[config.mk]
export PLATFORM = sky130hd
export DESIGN_NAME = irx_int_regs
export DESIGN_NICKNAME = d
export VERILOG_FILES = /design/src/hdl/irx_pkg.sv /design/src/hdl/irx_edge_detect.sv /design/src/hdl/irx_wb_decode.sv /design/src/hdl/irx_int_regs.sv
export SDC_FILE = /design/constraint.sdc
export NUM_CORES = 1
export LEC_CHECK = 0
export BUFFER_PORTS_ARGS = -buffer_cell sky130_fd_sc_hd__buf_4
export CORE_AREA = 5 5 67 69
export CTS_CLUSTER_DIAMETER = 30
export CTS_CLUSTER_SIZE = 28
export DETAILED_ROUTE_END_ITERATION = 10
export DIE_AREA = 0 0 72 74
export MAX_ROUTING_LAYER = met4
export PLACE_DENSITY_LB_ADDON = 0.25
export SLEW_MARGIN = 20
export SYNTH_ARGS = -nofsm -noshare
export SYNTH_HDL_FRONTEND = slang
export SYNTH_SLANG_ARGS = --single-unit
[constraint.sdc]
create_clock -name clk_i -period 1.6 [get_ports clk_i]
set_clock_uncertainty 0.15 [all_clocks]
set_input_delay 0.16 -clock clk_i [delete_from_list [all_inputs] [get_ports clk_i]]
set_output_delay 0.16 -clock clk_i [all_outputs]
set_load 0.01 [all_outputs]
[src/hdl/irx_pkg.sv]
/*
 * package for the isochronous receive interrupt event/mask block:
 * register offsets, field layout, reset values and bus carriers.
 * assumes a classic wishbone slave with 32-bit data and byte addresses.
 */
package irx_pkg;

    // ------------------------------------------------------------
    // geometry
    // ------------------------------------------------------------
    localparam int unsigned NUM_CHAN      = 4;
    localparam int unsigned ADDR_W        = 8;
    localparam int unsigned DATA_W        = 32;

    // ------------------------------------------------------------
    // register offsets (byte addresses)
    // ------------------------------------------------------------
    localparam logic [7:0] OFF_EVENT_SET  = 8'ha0;
    localparam logic [7:0] OFF_EVENT_CLR  = 8'ha4;
    localparam logic [7:0] OFF_MASK_SET   = 8'ha8;
    localparam logic [7:0] OFF_MASK_CLR   = 8'hac;

    // ------------------------------------------------------------
    // field positions and reset values
    // ------------------------------------------------------------
    localparam int unsigned CHAN_LSB       = 0;
    localparam int unsigned SUMMARY_BIT    = 7;
    localparam logic [3:0]  EVENT_RST      = 4'h0;
    localparam logic [3:0]  MASK_RST       = 4'h0;
    localparam logic [31:0] UNMAPPED_DATA  = 32'h0000_0000;

    // ------------------------------------------------------------
    // carriers
    // ------------------------------------------------------------
    typedef struct packed {
        logic        cyc;
        logic        stb;
        logic        we;
        logic [3:0]  sel;
        logic [7:0]  adr;
        logic [31:0] dat;
    } irx_wb_req_s;

    typedef struct packed {
        logic        ack;
        logic [31:0] dat;
    } irx_wb_rsp_s;

    // decoded single-cycle register write
    typedef struct packed {
        logic       ev_set;
        logic       ev_clr;
        logic       mk_set;
        logic       mk_clr;
        logic [3:0] bits;
    } irx_wr_s;

endpackage

[src/hdl/irx_edge_detect.sv]
/*
 * rising edge detector for the per-channel context interrupt lines.
 * assumes the lines are synchronous to clk_i.
 */
`timescale 1ns/1ps
module irx_edge_detect #(
    parameter int unsigned WIDTH = 4
) (
    input  wire logic             clk_i,
    input  wire logic             rst_i,
    input  wire logic [WIDTH-1:0] level_i,
    output logic      [WIDTH-1:0] rise_o
);

    logic [WIDTH-1:0] prev_q;

    always_ff @(posedge clk_i) begin
        // a line held high through reset is no fresh edge
        if (rst_i) begin
            prev_q <= level_i;
        end else begin
            prev_q <= level_i;
        end
    end

    assign rise_o = level_i & ~prev_q;

endmodule

[src/hdl/irx_wb_decode.sv]
/*
 * wishbone classic write decoder: turns an accepted write into
 * one-cycle set/clear strobes for the event and mask registers.
 * assumes a classic master holding the request until ack.
 */
`timescale 1ns/1ps
module irx_wb_decode (
    input  wire irx_pkg::irx_wb_req_s req_i,
    input  wire logic                 take_i,
    output irx_pkg::irx_wr_s          wr_o
);

    logic wr_ok;

    // only byte lane 0 carries the channel bits
    assign wr_ok = take_i & req_i.we & req_i.sel[0];

    always_comb begin
        wr_o        = '0;
        wr_o.bits   = req_i.dat[3:0];
        if (req_i.adr == irx_pkg::OFF_EVENT_SET) begin
            wr_o.ev_set = wr_ok;
        end else if (req_i.adr == irx_pkg::OFF_EVENT_CLR) begin
            wr_o.ev_clr = wr_ok;
        end else if (req_i.adr == irx_pkg::OFF_MASK_SET) begin
            wr_o.mk_set = wr_ok;
        end else if (req_i.adr == irx_pkg::OFF_MASK_CLR) begin
            wr_o.mk_clr = wr_ok;
        end
    end

endmodule

[src/hdl/irx_int_regs.sv]
/*
 * isochronous receive interrupt event and mask registers with a
 * wishbone classic slave and the summary flag toward the main
 * interrupt event register.
 * assumes one clock, synchronous active-high reset, and context
 * interrupt lines synchronous to clk_i.
 */
// Register access over Wishbone is this design's own decision.
`timescale 1ns/1ps

// Function
// - completed input descriptor with interrupt bits raises channel event.
// - event bit sets on line rising edge or write 1 at set address.
// - event bit clears only by write 1 at clear address.
// - clear-address read returns events AND mask.
// - event bits above channel bits read zero.
// - event bit n names channel n as summary bit 7 cause.
// - mask bit n gates event bit n toward summary.
// - mask reads at both addresses; write 1 sets or clears mask.
// - upper 28 bits zero after reset.
module irx_int_regs #(
    parameter int unsigned NUM_CHAN = irx_pkg::NUM_CHAN
) (
    input  wire logic                 clk_i,
    input  wire logic                 rst_i,
    input  wire logic                 wb_cyc_i,
    input  wire logic                 wb_stb_i,
    input  wire logic                 wb_we_i,
    input  wire logic [3:0]           wb_sel_i,
    input  wire logic [7:0]           wb_adr_i,
    input  wire logic [31:0]          wb_dat_i,
    output logic                      wb_ack_o,
    output logic [31:0]               wb_dat_o,
    input  wire logic [NUM_CHAN-1:0]  ctx_irq_i,
    output logic [NUM_CHAN-1:0]       rx_event_o,
    output logic                      rx_summary_flag_o
);

    // ------------------------------------------------------------
    // elaboration check
    // ------------------------------------------------------------
    if (NUM_CHAN != 4) begin : g_bad_chan
        $error("irx_int_regs supports exactly four channels");
    end

    // ------------------------------------------------------------
    // declarations
    // ------------------------------------------------------------
    irx_pkg::irx_wb_req_s req;
    irx_pkg::irx_wr_s     wr;
    logic                 take;
    logic [3:0]           rise;
    logic [3:0]           event_q;
    logic [3:0]           event_d;
    logic [3:0]           mask_q;
    logic [3:0]           mask_d;
    logic                 ack_q;
    logic [31:0]          rdat_q;
    logic [31:0]          rdat_d;
    logic                 summary_q;

    function automatic logic [31:0] widen(input logic [3:0] v);
        widen = {28'h000_0000, v};
    endfunction

    // ------------------------------------------------------------
    // bus request
    // ------------------------------------------------------------
    assign req  = '{cyc: wb_cyc_i, stb: wb_stb_i, we: wb_we_i,
                    sel: wb_sel_i, adr: wb_adr_i, dat: wb_dat_i};
    // ack drops the cycle after it is given, even if stb stays up
    assign take = wb_cyc_i & wb_stb_i & ~ack_q;

    irx_wb_decode u_dec (
        .req_i  (req),
        .take_i (take),
        .wr_o   (wr)
    );

    irx_edge_detect #(.WIDTH(4)) u_edge (
        .clk_i   (clk_i),
        .rst_i   (rst_i),
        .level_i (ctx_irq_i),
        .rise_o  (rise)
    );

    // ------------------------------------------------------------
    // event register
    // ------------------------------------------------------------
    always_comb begin
        event_d = event_q;
        if (wr.ev_clr) begin
            event_d = event_d & ~wr.bits;
        end
        // edge or write-one set; set beats clear
        event_d = event_d | rise;
        if (wr.ev_set) begin
            event_d = event_d | wr.bits;
        end
    end

    always_ff @(posedge clk_i) begin
        if (rst_i) begin
            event_q <= irx_pkg::EVENT_RST;
        end else begin
            event_q <= event_d;
        end
    end

    // ------------------------------------------------------------
    // mask register
    // ------------------------------------------------------------
    always_comb begin
        mask_d = mask_q;
        if (wr.mk_clr) begin
            mask_d = mask_d & ~wr.bits;
        end
        if (wr.mk_set) begin
            mask_d = mask_d | wr.bits;
        end
    end

    always_ff @(posedge clk_i) begin
        if (rst_i) begin
            mask_q <= irx_pkg::MASK_RST;
        end else begin
            mask_q <= mask_d;
        end
    end

    // ------------------------------------------------------------
    // read mux
    // ------------------------------------------------------------
    always_comb begin
        if (wb_adr_i == irx_pkg::OFF_EVENT_SET) begin
            rdat_d = widen(event_q);
        end else if (wb_adr_i == irx_pkg::OFF_EVENT_CLR) begin
            rdat_d = widen(event_q & mask_q);
        end else if (wb_adr_i == irx_pkg::OFF_MASK_SET ||
                     wb_adr_i == irx_pkg::OFF_MASK_CLR) begin
            rdat_d = widen(mask_q);
        end else begin
            rdat_d = irx_pkg::UNMAPPED_DATA;
        end
    end

    // unmapped addresses still ack, reading zero, so no bus hang
    always_ff @(posedge clk_i) begin
        if (rst_i) begin
            ack_q <= 1'b0;
        end else begin
            ack_q <= take;
        end
    end

    always_ff @(posedge clk_i) begin
        if (rst_i) begin
            rdat_q <= 32'h0000_0000;
        end else if (take && !wb_we_i) begin
            rdat_q <= rdat_d;
        end
    end

    // ------------------------------------------------------------
    // summary flag
    // ------------------------------------------------------------
    // masked event or-reduce
    always_ff @(posedge clk_i) begin
        if (rst_i) begin
            summary_q <= 1'b0;
        end else begin
            summary_q <= |(event_d & mask_d);
        end
    end

    assign rx_event_o        = event_q;
    assign rx_summary_flag_o = summary_q;
    assign wb_ack_o          = ack_q;
    assign wb_dat_o          = rdat_q;

endmodule

==> results of run 1 <==
## registers in the layout, summed over array words and instances (netlist names)
signal             cells
mask_q                 4
u_edge.prev_q          4
wb_dat_o               4
rx_event_o             4
wb_ack_o               1
rx_summary_flag_o      1
## kinds of logic (layout without fill, tap and decap cells)
group / Yosys count / in the layout / share of synthesized area, %
AOI/OAI and AO/OA: 29 / 29 / 20.4
DFF: 18 / 18 / 32.5
other: 1 / 28 / 0.338
and+or+nand+nor: 38 / 38 / 23.3
buffers and inverters: 39 / 64 / 23.4
## Yosys cell counts (all sizes together), types with 3 or more instances
cell type	count	area share, %
nand4	4	2.3
inv	6	2.0
nor2	14	4.7
o22ai	8	4.5
dfxtp	18	32
a21oi	4	1.8
o21ba	4	3.6
o31a	4	3.2
clkbuf	3	1.0
nor2b	3	1.7
nor4	6	6.2
or2	3	2.1
nor3	4	1.8
buf	30	20
## repair_timing
| action | 4_1_cts | 5_1_grt |
|---|---|---|
| hold buffers | 4 | 0 |
| resized for setup | 1 | 23 |
| hold endpoints to repair | 4 | 0 |
| endpoints found under the setup margin | 11 | 13 |
| gates cloned | 0 | 1 |
| pin swaps | 0 | 7 |
| setup buffers | 1 | 4 |
## through the flow
stage	hold WS, ps	util, %
floorplan	37.7	-
global placement	125	35.7
detailed placement	127	35.7
CTS	32.9	38.3
global route	38.4	41.8
finish	40.1	41.8
## worst paths after layout
kind               start                 to  slack (ps)
max             wb_ack_o  rx_summary_flag_o        -170
min                rst_i  rx_summary_flag_o          40
max reg2reg     wb_ack_o  rx_summary_flag_o        -170
min reg2reg  wb_dat_o[3]        wb_dat_o[3]         340
## critical path, delay by kind of cell, from the launching register on
kind / cells / cell delay, ps
and+or+nand+nor: 2 / 510
AOI/OAI and AO/OA: 3 / 340
DFF: 1 / 320
buffers and inverters: 2 / 320
## power breakdown
part / total, mW / leakage [nW] / internal, mW / switching (mW)
clock: 0.369 / 0.0288 / 0.218 / 0.151
combinational: 0.233 / 0.574 / 0.110 / 0.122
sequential: 0.472 / 0.148 / 0.463 / 0.00925
## metal layers
layer  vias up  track usage [%]  routed length [um]
met2        32             18.7                1520
met1       476             12.1                1150
met5         -                -                   0
met3         0             2.57                 184
met4         0             2.51                   0
li1        499                -                   -
## layout make-up
class / instances / area [um2]
fillers: 410 / 2240
repair buffers: 54 / 427
flip-flops and latches: 18 / 362
well taps: 50 / 62.6
inverters: 6 / 22.5
clock buffers: 4 / 55.1
multi-input cells: 95 / 684
==> metrics, run 1 <==
Synth Warn #=0; Reg clk slew, reported paths=70 ps; number of CTS-inserted buffers=3; Post-DRT Antenna Nets=0; EDFF count, synth=0; Final WS setup=-169 ps; setup tns final=-497 ps; RD Place Congestion=0.848; Die W=72 um; Max Slew Vio Count=0; commonest cells after routing, fill and taps aside=buf_4, conb_1, dfxtp_1; Pwr Total=1.07 mW; synthesized flop and latch total=18; worst hold path depth=2; Synth Instances=125; Async SR Flop Fraction=0%; GR Overflow Total=0; die height=74 um; Startpoint Class=flop; worst hold-check path type=input pin to flop; dominant synthesized flop cell=dfxtp_1; vias in the first global route=957; CTS H-tree lvls=1; WL final=2860 um; Worst EP arrival=1740 ps; clock tree buffer depth=2; final hold violation count=0; Cell Area, Placed=1380 um2; leak pwr=0.751 nW; Detail Placement HPWL=2220 um; area delta synth->final=45.3%; CORE AREA=3860 um2; CP peak stage delay=350 ps; Seq/Total Area, Yosys=32.5%; final setup violation count=6; synth unique cells=28; Die ar.=5330 um2; row cnt=23; final net count=231; initial antenna violation count=0; Final Cycle Share=111%; pre-CTS setup slack=-190 ps; Clock Sinks=18; First DRT Iteration DRCs=30; Max-cap violations=0; drt wl/cell=12.6 um; largest net degree at the start of global routing=15; DRC=0; ANT cells=0; status=finished, violations left; layout cells sized above 1=44.1%; FMAX=565 MHz; synthesized cell area=1110 um2; vias per cell=4.44; R2R depth=7; Finished Layout Cells=227; Skew-Pair Late Insertion Delay=250 ps; first-pass GRT wire length=4340 um; TritonRoute pass-1 iters=4; Port Buffers=31; CP Cell Sequence=nand3b_1 > buf_6 > nor4_4 > buf_4 > a21boi_2 > o22ai_1 > a41oi_2; initial core utilization=28.8%; clk root buf=clkbuf_8; Worst path slowest cell=nor4_4; RSZ-0062 raised after global routing=true; Worst VDD drop=0.266 mV; Final min period=1770 ps; critical path type=flop to flop; CP max FO=4; CP required=1580 ps; critical path capture point type=flop; final instance area=1610 um2; Vias=1007; Ports=91; PwrDens=666 nW/um2; mean area per synthesized cell=8.88 um2; CTS tree=built; Post-Place Cells=213; gr usage total=10.6%; commonest non-fill, non-tap cell in the layout=buf_4; failing checks=setup timing
No activity file was read; power rests on OpenSTA's default activity.
==> inputs of run 2 (changes only) <==
--- a/config.mk
+++ b/config.mk
@@ -6,11 +6,13 @@
 export NUM_CORES = 1
 export LEC_CHECK = 0
 export BUFFER_PORTS_ARGS = -buffer_cell sky130_fd_sc_hd__buf_4
-export CORE_AREA = 5 5 67 69
+export CELL_PAD_IN_SITES_DETAIL_PLACEMENT = 1
+export CELL_PAD_IN_SITES_GLOBAL_PLACEMENT = 2
+export CORE_AREA = 5 5 87 89
 export CTS_CLUSTER_DIAMETER = 30
 export CTS_CLUSTER_SIZE = 28
 export DETAILED_ROUTE_END_ITERATION = 10
-export DIE_AREA = 0 0 72 74
+export DIE_AREA = 0 0 92 94
 export MAX_ROUTING_LAYER = met4
 export PLACE_DENSITY_LB_ADDON = 0.25
 export SLEW_MARGIN = 20
==> run 2 against run 1 <==
The flow still finishes with violations (setup timing). Sequential power hardly changed. Critical path depth stayed put. Via count is 0.30% higher. Cell count is 12% higher. Highest routed layer is now met4. Fmax is 4.2% higher. Largest power group unchanged. Wire length is 21% higher. Worst setup slack better by 71 ps. Core utilization is 17 points lower. Clock-buffer cell count stayed put.
==> metrics, run 2 (synthesis gave the netlist of run 1 again) <==
FMAX=589 MHz (+4.2%); final setup violation count=5 (-1); area delta synth->final=52.0%; CP max FO=4 (unchanged); die height=94 um (+27%); Slew @ Worst Pin=627 ps; Post-DRT Antenna Nets=0 (unchanged); Crit Reg-Reg Endpoint=rx_summary_flag_o; relative slew slack=58.1%; Worst VDD drop=0.156 mV (-41%); commonest non-fill, non-tap cell in the layout=buf_4; setup tns final=-163 ps (+334 ps); clk root buf=clkbuf_8; Hold EP=rx_summary_flag_o; Port Buffers=31 (unchanged); critical path type=flop to flop; failing checks=setup timing; Ports=91 (unchanged); DRC=0 (unchanged); ANT cells=0 (unchanged); commonest cells after routing, fill and taps aside=buf_4, conb_1, dfxtp_1; Die W=92 um (+28%); CTS H-tree lvls=1 (unchanged); Clock Power Share=35.0% (+0.6 points); final net count=228 (-1.3%); Hold Slack=26.4 ps (-13.7 ps); worst hold path depth=2 (unchanged); Sequential Power Share=42.7% (-1.2 points); Pint=0.797 mW (+0.68%); CTS tree=built; PwrDens=654 nW/um2 (-1.7%); Worst EP arrival=1690 ps (-50 ps); WL final=3450 um (+21%); initial antenna violation count=0 (unchanged); TritonRoute pass-1 iters=2 (-2); Clock Sinks=18 (unchanged); First DRT Iteration DRCs=20 (-33%); vias in the first global route=1100 (+15%); Comb pwr share=22.3% (+0.6 points); RSZ-0062 raised after global routing=true; Skew-Pair Late Insertion Delay=260 ps (about the same); Reg clk slew, reported paths=70 ps (about the same); FF-to-FF Start=wb_ack_o; CORE AREA=6680 um2 (+73%); CP required=1590 ps (about the same); Final WS setup=-98.1 ps (+70.7 ps); critical path capture point type=flop; Vias=1010 (+0.30%); layout cells sized above 1=44.3% (+0.19 points); clock tree buffer depth=2 (unchanged); Sw Pwr=0.307 mW (+8.7%); status=finished, violations left; RD Place Congestion=0.882 (+4.0%); fill cell count=791 (+93%); Final Cycle Share=106% (-4.4 points); row cnt=30 (+30%); leak pwr=0.771 nW (+2.8%); worst hold-check path type=input pin to flop; Detail Placement HPWL=2680 um (+20%); number of CTS-inserted buffers=3 (unchanged); R2R depth=7 (unchanged); Startpoint Class=flop; gr usage total=7.95% (-2.6 points); Reg2Reg Setup Slack=-100 ps (+70 ps); GR Overflow Total=0 (unchanged); initial core utilization=16.6% (-12 points); Die ar.=8650 um2 (+62%); drt wl/cell=13.6 um (+7.9%); final hold violation count=0 (unchanged); sw frac=27.8% (+1.5 points); HP Start=rst_i; Max Slew Vio Count=0 (unchanged); Final min period=1700 ps (-70.7 ps); largest net degree at the start of global routing=15 (unchanged); vias per cell=3.98 (-10%); Max-cap violations=0 (unchanged); first-pass GRT wire length=5350 um (+23%)
run 2: worst max-delay path by stage:
stage                     slack (ps)  startpoint           endpoint  cells after the start
after floorplan                  -50    wb_ack_o  rx_summary_flag_o                      6
after global placement          -220    wb_ack_o  rx_summary_flag_o                      5
after detailed placement        -280    wb_ack_o  rx_summary_flag_o                      5
after CTS                       -160    wb_ack_o  rx_summary_flag_o                      7
after global routing            -180    wb_ack_o  rx_summary_flag_o                      7
final                           -100    wb_ack_o  rx_summary_flag_o                      7
run 2: power by group through the flow:
stage          clock, mW  combinational [mW]  sequential, mW
6_report           0.386               0.246           0.472
5_1_grt            0.420               0.268           0.473
4_1_cts            0.402               0.227           0.472
3_5_place_dp           0               0.202           0.482
3_3_place_gp           0               0.202           0.482
2_1_floorplan          0               0.146           0.484
run 2: per-stage QoR:
step	std cells	util (%)	area, um2	power [mW]	setup slack, ps
floorplan	152	-	1230	0.630	-49.3
global placement	243	21.3	1430	0.684	-218
detailed placement	243	21.3	1430	0.685	-282
CTS	254	24.0	1610	1.10	-156
global route	254	25.2	1690	1.16	-181
finish	254	25.2	1690	1.10	-98.1
run 2: cell type report:
| cell class | instances | area (um2) | share of cell area, % |
|---|---|---|---|
| clock buffer | 4 | 55.1 | 3.26 |
| timing repair buffer | 51 | 420 | 24.9 |
| inverter | 6 | 22.5 | 1.34 |
| tap | 80 | 100 | 5.93 |
| sequential | 18 | 362 | 21.4 |
| multi-input combinational | 95 | 727 | 43.1 |
run 2: worst max-delay path, stage by stage, from the launching register on:
cell	delay, ps
dfxtp_2	320
nand3b_1	110
buf_6	130
nor4_2	50
buf_4	160
a221o_1	350
o22ai_1	190
a41oi_2	110
run 2: timing repair:
action / in CTS / in global routing
hold endpoints to repair: 4 / 0
pin swaps: 7 / 6
resized for setup: 14 / 15
setup buffers: 3 / 0
hold buffers: 4 / 0
endpoints found under the setup margin: 13 / 12
run 2: per-layer routing:
metal  global-route usage (%)  routed length, um  up-vias
li1                         -                  -      489
met3                     1.76                200        5
met4                     2.23                 39        0
met1                     8.96               1380      481
met2                     14.2               1830       35
met5                        -                  0        -
